### config.mk
export PLATFORM = sky130hd
export DESIGN_NAME = scsd_dev_flat
export DESIGN_NICKNAME = d
export VERILOG_FILES = /design/src/inc/scsd_pkg.sv /design/src/inc/scsd_if.sv /design/src/core/scsd_dev.sv /design/src/flat_wrapper.sv
export VERILOG_INCLUDE_DIRS = /design/src /design/src/inc
export SDC_FILE = /design/constraint.sdc
export NUM_CORES = 1
export LEC_CHECK = 0
export ABC_CLOCK_PERIOD_IN_PS = 3400
export BUFFER_PORTS_ARGS = -buffer_cell sky130_fd_sc_hd__buf_4
export CAP_MARGIN = 25
export CORE_MARGIN = 4
export CORE_UTILIZATION = 30
export DETAILED_ROUTE_END_ITERATION = 8
export SLEW_MARGIN = 20
export SYNTH_ARGS = -nofsm -noshare
export SYNTH_HDL_FRONTEND = slang
export SYNTH_HIERARCHICAL = 1
export SYNTH_SLANG_ARGS = --single-unit
### constraint.sdc
create_clock -name sys_clk -period 3.4 [get_ports sys_clk]
set_input_delay 0.51 -clock sys_clk [delete_from_list [all_inputs] [get_ports sys_clk]]
set_output_delay 0.51 -clock sys_clk [all_outputs]
set_load 0.02 [all_outputs]
### src/inc/scsd_defs.svh
`ifndef SCSD_DEFS_SVH
`define SCSD_DEFS_SVH
// ------------------------------------------------------------
// command block layout
// ------------------------------------------------------------
`define SCSD_CDB_BYTES   4'd10      // bytes in a download command block
`define SCSD_CDB_LAST    4'd9       // index of the final command byte
`define SCSD_OPCODE      8'h2a      // parameter-download operation code
`define SCSD_B_OP        0          // opcode byte
`define SCSD_B_RSV1      1          // reserved byte
`define SCSD_B_TYPE      2          // data type byte
`define SCSD_B_RSV3      3          // reserved byte
`define SCSD_B_TIDH      4          // transfer id, upper byte
`define SCSD_B_TIDL      5          // transfer id, lower byte
`define SCSD_B_RSV6      6          // reserved byte
`define SCSD_B_LENH      7          // transfer length, upper byte
`define SCSD_B_LENL      8          // transfer length, lower byte
`define SCSD_B_RSV9      9          // reserved byte
`define SCSD_ZERO_BYTE   8'h00      // value of every reserved byte
`define SCSD_TID_HI      8'h00      // transfer id upper byte
`define SCSD_TID_LO      8'h02      // transfer id lower byte
// ------------------------------------------------------------
// data types
// ------------------------------------------------------------
`define SCSD_T_CCM       8'h01      // colour correction matrix
`define SCSD_T_HT        8'h02      // halftone page
`define SCSD_T_GAM       8'h03      // gamma table
`define SCSD_T_CAL       8'h80      // pixel calibration ram
// ------------------------------------------------------------
// transfer lengths and halftone dimension codes
// ------------------------------------------------------------
`define SCSD_LEN_HT4     16'd17     // dimension byte plus 4x4 thresholds
`define SCSD_LEN_HT8     16'd65     // dimension byte plus 8x8 thresholds
`define SCSD_LEN_CAL_M   16'd2550   // calibration, monochrome sensor
`define SCSD_LEN_CAL_C   16'd8100   // calibration, three sensor lines
`define SCSD_LEN_CCM     16'd18     // colour correction matrix
`define SCSD_LEN_GAM     16'd768    // gamma table, three colours
`define SCSD_DIM4        8'h44      // 4 rows, 4 columns
`define SCSD_DIM8        8'h88      // 8 rows, 8 columns
`define SCSD_FIFO_DEPTH  16         // words in the data fifo
`endif

### src/inc/scsd_pkg.sv
package scsd_pkg;
   // ------------------------------------------------------------
   // model, target and state types
   // ------------------------------------------------------------
   typedef enum logic [1:0] {
      SCSD_M_BASIC  = 2'h0,          // basic monochrome
      SCSD_M_MONO2  = 2'h1,          // second monochrome
      SCSD_M_COLOUR = 2'h2           // colour model
   } scsd_model_t;

   typedef enum logic [1:0] {
      SCSD_TG_HT    = 2'h0,          // halftone matrix storage
      SCSD_TG_CAL   = 2'h1,          // pixel_calibration_ram
      SCSD_TG_CCM   = 2'h2,          // colour correction matrix
      SCSD_TG_GAM   = 2'h3           // gamma table
   } scsd_target_t;

   typedef enum logic [2:0] {
      SCSD_D_CDB    = 3'h0,          // collecting command bytes
      SCSD_D_CHECK  = 3'h1,          // validating the block
      SCSD_D_DATA   = 3'h3,          // taking parameter bytes
      SCSD_D_STAT   = 3'h2           // reporting status
   } scsd_dev_state_t;

   typedef enum logic [1:0] {
      SCSD_H_IDLE   = 2'h0,          // waiting for start
      SCSD_H_CMD    = 2'h1,          // sending command bytes
      SCSD_H_WAIT   = 2'h3,          // waiting for data request or status
      SCSD_H_DATA   = 2'h2           // sending parameter bytes
   } scsd_host_state_t;
endpackage

### src/inc/scsd_if.sv
`timescale 1ns/1ps
`default_nettype none
// ------------------------------------------------------------
// byte link between initiator and device
// ------------------------------------------------------------
interface scsd_if;
   logic       b_valid;              // host offers a byte
   logic       b_ready;              // device takes the byte
   logic [7:0] b_data;               // byte value
   logic       b_cdb;                // byte belongs to the command block
   logic       data_req;             // device wants parameter bytes
   logic       stat_valid;           // one-cycle status strobe
   logic       stat_good;            // status is good

   modport dev (input b_valid, b_data, b_cdb, output b_ready, data_req, stat_valid, stat_good);
   modport host (output b_valid, b_data, b_cdb, input b_ready, data_req, stat_valid, stat_good);
endinterface
`default_nettype wire

### src/core/scsd_dev.sv
`timescale 1ns/1ps
`default_nettype none
`include "scsd_defs.svh"

// ------------------------------------------------------------
// data fifo
// ------------------------------------------------------------
module scsd_fifo
   import scsd_pkg::*;
#(
   parameter int W = 8,
   parameter int D = `SCSD_FIFO_DEPTH
)(
   input  wire logic         sys_clk,     // system clock
   input  wire logic         rst,         // synchronous reset
   input  wire logic         in_valid,    // write side offers a word
   output logic              in_ready,    // room for a word
   input  wire logic [W-1:0] in_data,     // word written
   output logic              out_valid,   // a word is held
   input  wire logic         out_ready,   // read side takes the word
   output logic [W-1:0]      out_data     // oldest word
);
   localparam int AW = $clog2(D);

   logic [W-1:0]  mem_r [D];              // storage
   logic [AW-1:0] wp_r, wp_nxt;           // write pointer
   logic [AW-1:0] rp_r, rp_nxt;           // read pointer
   logic [AW:0]   cnt_r, cnt_nxt;         // words held
   logic          push, pop;              // handshakes

   // pointer and fill arithmetic
   always_comb
   begin
      // full at D words; a narrower cast of D would wrap to zero
      in_ready  = (cnt_r != (AW+1)'(D));
      out_valid = (cnt_r != '0);
      out_data  = mem_r[rp_r];
      push      = in_valid && in_ready;
      pop       = out_valid && out_ready;
      wp_nxt    = push ? wp_r + 1'b1 : wp_r;
      rp_nxt    = pop ? rp_r + 1'b1 : rp_r;
      cnt_nxt   = cnt_r + (AW+1)'(push) - (AW+1)'(pop);
   end

   // pointer registers
   always_ff @(posedge sys_clk)
   begin
      if (rst)
      begin
         wp_r  <= '0;
         rp_r  <= '0;
         cnt_r <= '0;
      end
      else
      begin
         wp_r  <= wp_nxt;
         rp_r  <= rp_nxt;
         cnt_r <= cnt_nxt;
      end
   end

   // storage write, no reset needed
   always_ff @(posedge sys_clk)
   begin
      if (push)
      begin
         mem_r[wp_r] <= in_data;
      end
   end
endmodule

// ------------------------------------------------------------
// device end: command check and parameter routing
// ------------------------------------------------------------
module scsd_dev
   import scsd_pkg::*;
#(
   parameter int FIFO_DEPTH = `SCSD_FIFO_DEPTH
)(
   input  wire logic         sys_clk,     // system clock
   input  wire logic         rst,         // synchronous reset
   scsd_if.dev               link,        // link to the initiator
   input  wire scsd_model_t  model,       // which model this device is
   output logic              wr_valid,    // storage write offered
   input  wire logic         wr_ready,    // storage takes the write
   output scsd_target_t      wr_target,   // storage selected
   output logic [15:0]       wr_addr,     // byte index in the page
   output logic [7:0]        wr_data,     // byte written
   output logic              cmd_done,    // command ended, one cycle
   output logic              cmd_good     // status of the ended command
);
   // ------------------------------------------------------------
   // check functions
   // ------------------------------------------------------------
   // true when the block is legal for the model
   function automatic logic cdb_ok(input scsd_model_t m, input logic [9:0][7:0] c);
      logic [15:0] len;
      logic        ok;
      len = {c[`SCSD_B_LENH], c[`SCSD_B_LENL]};
      ok  = (c[`SCSD_B_OP] == `SCSD_OPCODE)
         && (c[`SCSD_B_RSV1] == `SCSD_ZERO_BYTE) && (c[`SCSD_B_RSV3] == `SCSD_ZERO_BYTE)
         && (c[`SCSD_B_RSV6] == `SCSD_ZERO_BYTE) && (c[`SCSD_B_RSV9] == `SCSD_ZERO_BYTE)
         && (c[`SCSD_B_TIDH] == `SCSD_TID_HI)
         && (c[`SCSD_B_TIDL] == `SCSD_TID_LO);
      case (m)
         SCSD_M_BASIC:
            ok = ok && (c[`SCSD_B_TYPE] == `SCSD_T_HT) && (len == `SCSD_LEN_HT4);
         SCSD_M_MONO2:
            ok = ok && (((c[`SCSD_B_TYPE] == `SCSD_T_HT)
                        && ((len == `SCSD_LEN_HT4) || (len == `SCSD_LEN_HT8)))
                     || ((c[`SCSD_B_TYPE] == `SCSD_T_CAL) && (len == `SCSD_LEN_CAL_M)));
         SCSD_M_COLOUR:
            ok = ok && (((c[`SCSD_B_TYPE] == `SCSD_T_CCM) && (len == `SCSD_LEN_CCM))
                     || ((c[`SCSD_B_TYPE] == `SCSD_T_GAM) && (len == `SCSD_LEN_GAM))
                     || ((c[`SCSD_B_TYPE] == `SCSD_T_CAL) && (len == `SCSD_LEN_CAL_C)));
         default:
            ok = 1'b0;                    // unknown model refuses all
      endcase
      return ok;
   endfunction

   // storage chosen by data type
   function automatic scsd_target_t type_target(input logic [7:0] t);
      case (t)
         `SCSD_T_CCM: return SCSD_TG_CCM;
         `SCSD_T_GAM: return SCSD_TG_GAM;
         `SCSD_T_CAL: return SCSD_TG_CAL;
         default:     return SCSD_TG_HT;
      endcase
   endfunction

   // ------------------------------------------------------------
   // state
   // ------------------------------------------------------------
   scsd_dev_state_t  st_r, st_nxt;        // controller state
   logic [3:0]       idx_r, idx_nxt;      // command byte index
   logic [9:0][7:0]  cdb_r, cdb_nxt;      // command block store
   logic [15:0]      len_r, len_nxt;      // accepted transfer length
   scsd_target_t     tgt_r, tgt_nxt;      // accepted target
   logic [15:0]      rx_r, rx_nxt;        // bytes taken from the link
   logic [15:0]      wa_r, wa_nxt;        // bytes written to storage
   logic             bad_r, bad_nxt;      // error seen
   logic             f_in_valid;          // fifo write strobe
   logic             f_in_ready;          // fifo has room
   logic             f_out_valid;         // fifo holds a byte
   logic             more;                // link bytes still owed

   // ------------------------------------------------------------
   // data buffer between link and storage
   // ------------------------------------------------------------
   scsd_fifo #(.W(8), .D(FIFO_DEPTH)) u_fifo (
      .sys_clk   (sys_clk),
      .rst       (rst),
      .in_valid  (f_in_valid),
      .in_ready  (f_in_ready),
      .in_data   (link.b_data),
      .out_valid (f_out_valid),
      .out_ready (wr_ready),
      .out_data  (wr_data)
   );

   // ------------------------------------------------------------
   // next-state logic
   // ------------------------------------------------------------
   always_comb
   begin
      st_nxt  = st_r;
      idx_nxt = idx_r;
      cdb_nxt = cdb_r;
      len_nxt = len_r;
      tgt_nxt = tgt_r;
      rx_nxt  = rx_r;
      wa_nxt  = wa_r;
      bad_nxt = bad_r;
      more    = (st_r == SCSD_D_DATA) && (rx_r != len_r);
      // only bytes owed are taken; fifo full stalls the link
      f_in_valid      = more && link.b_valid && !link.b_cdb;
      link.b_ready    = ((st_r == SCSD_D_CDB) && link.b_cdb) || (more && !link.b_cdb && f_in_ready);
      link.data_req   = more;
      link.stat_valid = (st_r == SCSD_D_STAT);
      link.stat_good  = !bad_r;
      wr_valid        = f_out_valid;
      case (st_r)
         SCSD_D_CDB:
         begin
            // gather the ten command bytes
            if (link.b_valid && link.b_cdb)
            begin
               cdb_nxt[idx_r] = link.b_data;
               if (idx_r == `SCSD_CDB_LAST)
               begin
                  idx_nxt = 4'h0;
                  st_nxt  = SCSD_D_CHECK;
               end
               else
               begin
                  idx_nxt = idx_r + 4'h1;
               end
            end
         end
         SCSD_D_CHECK:
         begin
            // legal block opens the data phase, else error at once
            len_nxt = {cdb_r[`SCSD_B_LENH], cdb_r[`SCSD_B_LENL]};
            tgt_nxt = type_target(cdb_r[`SCSD_B_TYPE]);
            rx_nxt  = 16'h0000;
            wa_nxt  = 16'h0000;
            if (cdb_ok(model, cdb_r))
            begin
               bad_nxt = 1'b0;
               st_nxt  = SCSD_D_DATA;
            end
            else
            begin
               bad_nxt = 1'b1;
               st_nxt  = SCSD_D_STAT;
            end
         end
         SCSD_D_DATA:
         begin
            if (f_in_valid && f_in_ready)
            begin
               rx_nxt = rx_r + 16'h0001;
            end
            // each byte goes out in arrival order, one address per byte
            if (f_out_valid && wr_ready)
            begin
               wa_nxt = wa_r + 16'h0001;
               // first halftone byte must give the page dimensions
               if ((tgt_r == SCSD_TG_HT) && (wa_r == 16'h0000))
               begin
                  if (wr_data != ((len_r == `SCSD_LEN_HT8) ? `SCSD_DIM8 : `SCSD_DIM4))
                  begin
                     bad_nxt = 1'b1;
                  end
               end
               if (wa_nxt == len_r)
               begin
                  st_nxt = SCSD_D_STAT;
               end
            end
         end
         SCSD_D_STAT:
         begin
            st_nxt = SCSD_D_CDB;              // status shown for one cycle
         end
         default:
         begin
            st_nxt = SCSD_D_CDB;
         end
      endcase
   end

   // ------------------------------------------------------------
   // state registers
   // ------------------------------------------------------------
   always_ff @(posedge sys_clk)
   begin
      if (rst)
      begin
         st_r  <= SCSD_D_CDB;
         idx_r <= 4'h0;
         cdb_r <= '0;
         len_r <= 16'h0000;
         tgt_r <= SCSD_TG_HT;
         rx_r  <= 16'h0000;
         wa_r  <= 16'h0000;
         bad_r <= 1'b0;
      end
      else
      begin
         st_r  <= st_nxt;
         idx_r <= idx_nxt;
         cdb_r <= cdb_nxt;
         len_r <= len_nxt;
         tgt_r <= tgt_nxt;
         rx_r  <= rx_nxt;
         wa_r  <= wa_nxt;
         bad_r <= bad_nxt;
      end
   end

   // ------------------------------------------------------------
   // user-side outputs
   // ------------------------------------------------------------
   assign wr_target = tgt_r;
   assign wr_addr   = wa_r;
   assign cmd_done  = (st_r == SCSD_D_STAT);
   assign cmd_good  = !bad_r;
endmodule
`default_nettype wire

### src/flat_wrapper.sv
// flat-port wrapper written by rule: the top's interface ports become plain ports
module scsd_dev_flat import scsd_pkg::*;
#(
   parameter int FIFO_DEPTH = `SCSD_FIFO_DEPTH
)
  (sys_clk, rst, model, wr_valid, wr_ready, wr_target, wr_addr, wr_data, cmd_done, cmd_good, link_b_valid, link_b_data, link_b_cdb, link_b_ready, link_data_req, link_stat_valid, link_stat_good);
  scsd_if link_i ();
  input  wire logic sys_clk;
  input  wire logic rst;
  input  wire scsd_model_t model;
  output logic wr_valid;
  input  wire logic wr_ready;
  output scsd_target_t wr_target;
  output logic [15:0] wr_addr;
  output logic [7:0] wr_data;
  output logic cmd_done;
  output logic cmd_good;
  input wire logic [$bits(link_i.b_valid)-1:0] link_b_valid;
  input wire logic [$bits(link_i.b_data)-1:0] link_b_data;
  input wire logic [$bits(link_i.b_cdb)-1:0] link_b_cdb;
  output wire logic [$bits(link_i.b_ready)-1:0] link_b_ready;
  output wire logic [$bits(link_i.data_req)-1:0] link_data_req;
  output wire logic [$bits(link_i.stat_valid)-1:0] link_stat_valid;
  output wire logic [$bits(link_i.stat_good)-1:0] link_stat_good;
  assign link_i.b_valid = link_b_valid;
  assign link_i.b_data = link_b_data;
  assign link_i.b_cdb = link_b_cdb;
  assign link_b_ready = link_i.b_ready;
  assign link_data_req = link_i.data_req;
  assign link_stat_valid = link_i.stat_valid;
  assign link_stat_good = link_i.stat_good;
  scsd_dev #(.FIFO_DEPTH(FIFO_DEPTH)) u_core (.sys_clk(sys_clk), .rst(rst), .link(link_i), .model(model), .wr_valid(wr_valid), .wr_ready(wr_ready), .wr_target(wr_target), .wr_addr(wr_addr), .wr_data(wr_data), .cmd_done(cmd_done), .cmd_good(cmd_good));
endmodule
### Yosys cells after proc, flatten, opt, wreduce, memory -nomap -nowiden

Memories as Yosys holds them, arrays and structs flattened. A register that Yosys moved wholly into a read port is not among the register bits.
Cells that the tools add are included.

| operators by class | value |
|---|---|
| mux-type cells | 27 |
| reduce and logical (&&, ||, !) cells | 49 |
| magnitude comparators | 2 |
| $add $sub $neg | 7 |
| equality and inequality tests | 30 |

Operator list:

| kind | count |
|---|---|
| bitwise mux 80 bit | 1 |
| case mux 16 bit (2 select lines) | 2 |
| logical NOT 8 bit | 5 |
| adder 16 x 1 -> 16 bit, second input constant | 2 |
| demux 8 bit (select 4 bit) | 1 |
| equality test 16 x 5 -> 1 bit, second input constant | 2 |
| equality test 16 x 7 -> 1 bit, second input constant | 2 |
| two-way mux 16 bit | 2 |
| logical AND 1 bit | 26 |
| equality test 8 x 2 -> 1 bit, second input constant | 3 |
| equality test 16 x 10 -> 1 bit, second input constant | 1 |
| equality test 16 x 12 -> 1 bit, second input constant | 1 |
| equality test 16 x 13 -> 1 bit, second input constant | 1 |
| equality test 16 bit | 1 |
| logical NOT 16 bit | 1 |
| two-way mux 8 bit | 2 |
| != test 16 bit | 1 |
| != test 2 bit, second input constant | 7 |
| adder 4 x 1 -> 4 bit, second input constant | 3 |
| two-way mux 3 bit | 4 |
| two-way mux 4 bit | 3 |
| case mux 3 bit (3 select lines) | 1 |
| equality test 8 x 1 -> 1 bit, second input constant | 1 |
| equality test 8 x 6 -> 1 bit, second input constant | 1 |
| 24 further kinds | 41 |

| storage, ports and cells | value |
|---|---|
| bits in registers | 151 |
| RAM bits | 128 |
| word-level logic and storage cells | 136 |
| memories kept | 1 |

Memories:

| memory | words | bits a word | read ports | clocked after Yosys merged registers in | wr ports | line | RTL |
|---|---|---|---|---|---|---|---|
| u_core.u_fifo.mem_r | 16 | 8 | 1 | 1 | 1 | scsd_dev.sv:25 | `logic [W-1:0] mem_r [D];` |

### Depth between registers and ports, before layout

| logic depth | value |
|---|---|
| word-level depth | 13 |
| depth in mapped cells | 15 |
| mapped depth without buffers | 14 |

### Hierarchy

Netlist, hierarchy kept.

Modules (own cells, without submodules):

| module | area each (µm²) | cells an instance | times used |
|---|---|---|---|
| scsd_dev | 6656.4 | 823 | 1 |
| scsd_fifo | 5810.6 | 308 | 1 |

### Worst setup path after synthesis

OpenSTA, ideal clock, no wires.

| timing path | value |
|---|---|
| path type | register to register |
| start point | reg u_core.rx_r[4] |
| end point | reg u_core.u_fifo.cnt_r[4] |
| setup time | 0.117 ns |
| arrival | 2.680 ns |
| slack | 0.603 ns |
| required time | 3.283 ns |
| cell stages (with the launch flop) | 16 |
| clock period less this slack | 2.797 ns |
| path through | dfxtp_1 xor2_1 nor4_1 nand4_1 and3_1 nand2_1 buf_2 ha_1 inv_1 ha_1 inv_1 fa_1 nor2b_1 o21bai_1 a21oi_1 nor3b_1 |

| on the way | value |
|---|---|
| word-level cells in the longest chain between the ends | 7 |

Ends and longest elaborated chain:

| item | line | RTL |
|---|---|---|
| from (decl) | scsd_dev.sv:140 | `logic [15:0] rx_r, rx_nxt;` |
| from (signal assigned) | scsd_dev.sv:277 | `rx_r <= rx_nxt;` |
| != test 16 bit | scsd_dev.sv:175 | `more = (st_r == SCSD_D_DATA) && (rx_r != len_r);` |
| logical AND 1 bit | scsd_dev.sv:175 |  |
| logical AND 1 bit (2 in a row) | scsd_dev.sv:177 | `f_in_valid = more && link.b_valid && !link.b_cdb;` |
| via u_core.f_in_valid | scsd_dev.sv:143 | `logic f_in_valid;` |
| logical AND 1 bit | scsd_dev.sv:38 | `push = in_valid && in_ready;` |
| adder 5 x 1 -> 5 bit | scsd_dev.sv:42 | `cnt_nxt = cnt_r + (AW+1)'(push) - (AW+1)'(pop);` |
| subtractor 5 x 1 -> 5 bit | scsd_dev.sv:42 |  |
| to (signal assigned) | scsd_dev.sv:58 | `cnt_r <= cnt_nxt;` |
| to (decl) | scsd_dev.sv:28 | `logic [AW:0] cnt_r, cnt_nxt;` |

The timed path passes the listed nets, and every way through them passes these cells.
A chain may end at the register's enable or synchronous reset.

### Worst setup path in the final report

| timing path | value |
|---|---|
| start point | reg u_core.rx_r[10] |
| end point | reg u_core.u_fifo.cnt_r[4] |

Same word-level chain as after synthesis.

==> results.py <==
metrics = {
    "outcome": {
        "status": "finished clean",
    },
    "die": {
        "ios": 48,
        "initial_utilization_pct": 30.46,
        "die_y_um": 211.9,
        "dieWidth_um": 211.9,
        "core_um2": 40920,
        "core.rowCount": 74,
        "dieArea_um2": 44880,
    },
    "sta": {
        "tightest_slew_ps": 814.9,
        "setup_ws_ps": 362.5,
        "hold_violations": 0,
        "slew_viol_final": 0,
        "worst_hold_slack_ps": 304.7,
        "period_minus_slack_ps": 3038,
        "fin_crit_sh_pct": 89.34,
        "relSlewSlack_pct": 45.52,
        "grt_setup_unrepaired": "no",
        "tns_ps": 0,
        "final-setup-viol-count": 0,
        "max_freq_ghz": 0.3292,
        "finClkSkew_ps": 17.30,
    },
    "clock_tree": {
        "cts_sinks": 282,
        "cts-root-buf": "clkbuf_16",
        "cts_tree": "done",
        "cts_resized": 0,
        "clk_latency_ps": 560,
        "htreeDepth": 1,
        "ctsHoldBuffers": 0,
        "max-clock-path-buffers": 3,
        "cts_setup_buffers": 0,
        "cts_buffers": 30,
        "clkTransAtPathRegs_ps": 60,
    },
    "synthesis": {
        "ys_warn_count": 6,
        "netlist_top_cells_area": "edfxtp_1, dfxtp_1, nand2_1",
        "ys_types": 65,
        "synth.largest_area_cell": "edfxtp_1",
        "seq_area_frac_synth_pct": 55.56,
        "syn_avg_cell_area_um2": 11.02,
        "synth_area_um2": 12470,
        "ys.flop_type": "dfxtp_1",
        "ys_seq_elements": 282,
        "syn-num-nets": 1164,
        "synth-async-reset-ratio_pct": 0,
        "synth_edf_count": 128,
        "netlist_instances": 1131,
        "synth.top_cell.area_share_pct": 30.83,
    },
    "setup_path": {
        "rrSetupSlack_ps": 360,
        "critPathKind": "flop to flop",
        "reg2reg_from": "u_core/rx_r[10]",
        "r2r_end": "u_core/u_fifo/cnt_r[4]",
        "cp-start-kind": "flop",
        "worstPathMaxFanout": 6,
        "worst-r2r-cell-count": 14,
        "endpoint_kind": "flop",
        "crit_arrival_ps": 3460,
        "critPathRequiredTime_ps": 3820,
    },
    "detailed_routing": {
        "viasPerCell": 5.089,
        "dr_total_vias": 8748,
        "wl_um": 30600,
        "ant_nets": 0,
        "wl_per_cell_um": 17.80,
        "drc": 0,
        "drtPass1Iterations": 6,
        "drtIter0Drc": 798,
    },
    "power_and_ir_drop": {
        "cellLeakagePower_nw": 5.159,
        "seqPwrFrac_pct": 45.1,
        "swShare_pct": 24.09,
        "p_per_area_nw_per_um2": 563.2,
        "p_comb_share_pct": 13.2,
        "p_sw_mw": 1.953,
        "internal_power_mw": 6.156,
        "total_power_mw": 8.109,
        "p_clk_share_pct": 41.8,
        "ir_drop_mv": 0.2625,
    },
    "placement": {
        "dp.cells": 1663,
        "routabilityCongestion": 0.8499,
        "dp_hpwl_um": 20210,
        "place_area_um2": 13360,
        "dpl_worst_slack_ps": 403.1,
        "port_buffers": 47,
    },
    "worst_hold_path": {
        "holdCritStartpoint": "wr_ready",
        "min_path_type": "input pin to flop",
        "min_path_cells": 3,
    },
    "job": {
        "cap_violations": 0,
    },
    "finish": {
        "nets": 1196,
        "fillCellCount": 4068,
        "fin_cells": 1719,
        "most-common-layout-cells": "dfxtp_1, nand2_1, edfxtp_1",
        "finalInstanceArea_um2": 14400,
        "antennaDiodeCount": 0,
        "post-route-util_pct": 35.18,
        "syn_to_final_growth_pct": 15.49,
        "final_common_cell": "dfxtp_1",
        "drive_gt1_share_pct": 12.38,
    },
    "global_routing": {
        "grtUsageTotal_pct": 13.28,
        "grt_pass1_wl_um": 48230,
        "gr-total-overflow": 0,
        "grt_max_degree": 101,
        "antenna_found_initial": 0,
        "grt_pass1_vias": 8404,
    },
}
[flip-flops by register name, indices dropped and copies added, names as in the netlist, named ones only]
| signal | cells |
|---|---|
| u_core/wr_addr | 16 |
| u_core/u_fifo/mem_r | 128 |
| u_core/idx_r | 4 |
| u_core/cdb_r | 80 |
| u_core/st_r | 2 |
| u_core/u_fifo/rp_r | 4 |
| u_core/bad_r | 1 |
| u_core/wr_target | 2 |
| u_core/u_fifo/cnt_r | 5 |
| u_core/len_r | 16 |
| u_core/u_fifo/wp_r | 4 |
| u_core/rx_r | 16 |
[cells in the mapped netlist, drive strengths merged (6+ instances only)]
master	count
nor3b	6
nand4	25
ha	17
nor2b	15
or4	6
a21oi	97
nor4bb	8
nor4	35
nor3	17
a21o	6
nor2	83
dfxtp	154
nand3	73
and3	7
or3	11
nor4b	11
a22oi	16
clkbuf	42
buf	24
inv	23
xor2	27
nand2	133
xnor2	27
mux2i	33
and2	12
edfxtp	128
o21ai	20
mux4	32
[kinds of logic (layout without fill, tap and decap cells)]
| group | after synthesis | in the layout | synth area share, % |
|---|---|---|---|
| buf+inv | 92 | 148 | 3.342 |
| simple gates | 458 | 458 | 19.06 |
| fa+ha+maj | 18 | 18 | 1.867 |
| compound gates | 161 | 161 | 7.437 |
| mux | 66 | 66 | 8.942 |
| flops | 282 | 282 | 55.56 |
| xor+xnor | 54 | 54 | 3.794 |
[routing by layer]
layer / routed length, um / vias up / share of wire (%) / track usage (%)
met2: 14520 / 234 / 47 / 21.61
met5: 0 / - / 0 / 0
met3: 1604 / 41 / 5.2 / 1.912
li1: - / 4203 / - / -
met4: 661 / 0 / 2.2 / 3.043
met1: 13810 / 4270 / 45 / 18.86
[how the worst max path moves through the flow]
stage               startpoint                     end  cells after the start
6_report       u_core/rx_r[10]  u_core/u_fifo/cnt_r[4]                     14
5_1_grt        u_core/rx_r[10]  u_core/u_fifo/cnt_r[4]                     14
4_1_cts                   flop              wr_data[6]                      5
3_5_place_dp   u_core/rx_r[10]  u_core/u_fifo/cnt_r[4]                     14
3_3_place_gp   u_core/rx_r[10]  u_core/u_fifo/cnt_r[4]                     14
2_1_floorplan   u_core/rx_r[4]  u_core/u_fifo/cnt_r[4]                     15
[critical path: stages, from the launching register on]
cell,delay (ps)
dfxtp_1,360
xor2_1,180
nor4_1,380
nand4_1,260
and3_1,290
nand2_1,100
ha_1,230
inv_1,60
ha_1,150
inv_1,60
fa_1,400
nor2b_1,160
o21bai_1,100
a21oi_1,150
nor3b_1,60
[area by class of cell]
type	count	area, um^2	area share (%)
Clock buffer	44	863.3	5.996
Clock inverter	12	175.2	1.217
Inverter	23	86.33	0.5996
Multi-Input combinational cell	757	5124	35.59
Sequential cell	282	6928	48.12
Tap cell	532	665.6	4.623
Timing Repair Buffer	69	555.5	3.859
[power by group through the flow]
| stage | registers, mW | clock network, mW | logic (mW) |
|---|---|---|---|
| 5_1_grt | 3.66 | 3.61 | 1.16 |
| 2_1_floorplan | 3.69 | 0 | 0.773 |
| 3_5_place_dp | 3.73 | 0 | 1.07 |
| 3_3_place_gp | 3.73 | 0 | 1.06 |
| 4_1_cts | 3.65 | 3.47 | 1.07 |
| 6_report | 3.65 | 3.39 | 1.07 |
Note: power is estimated with default switching activity, not from simulation.
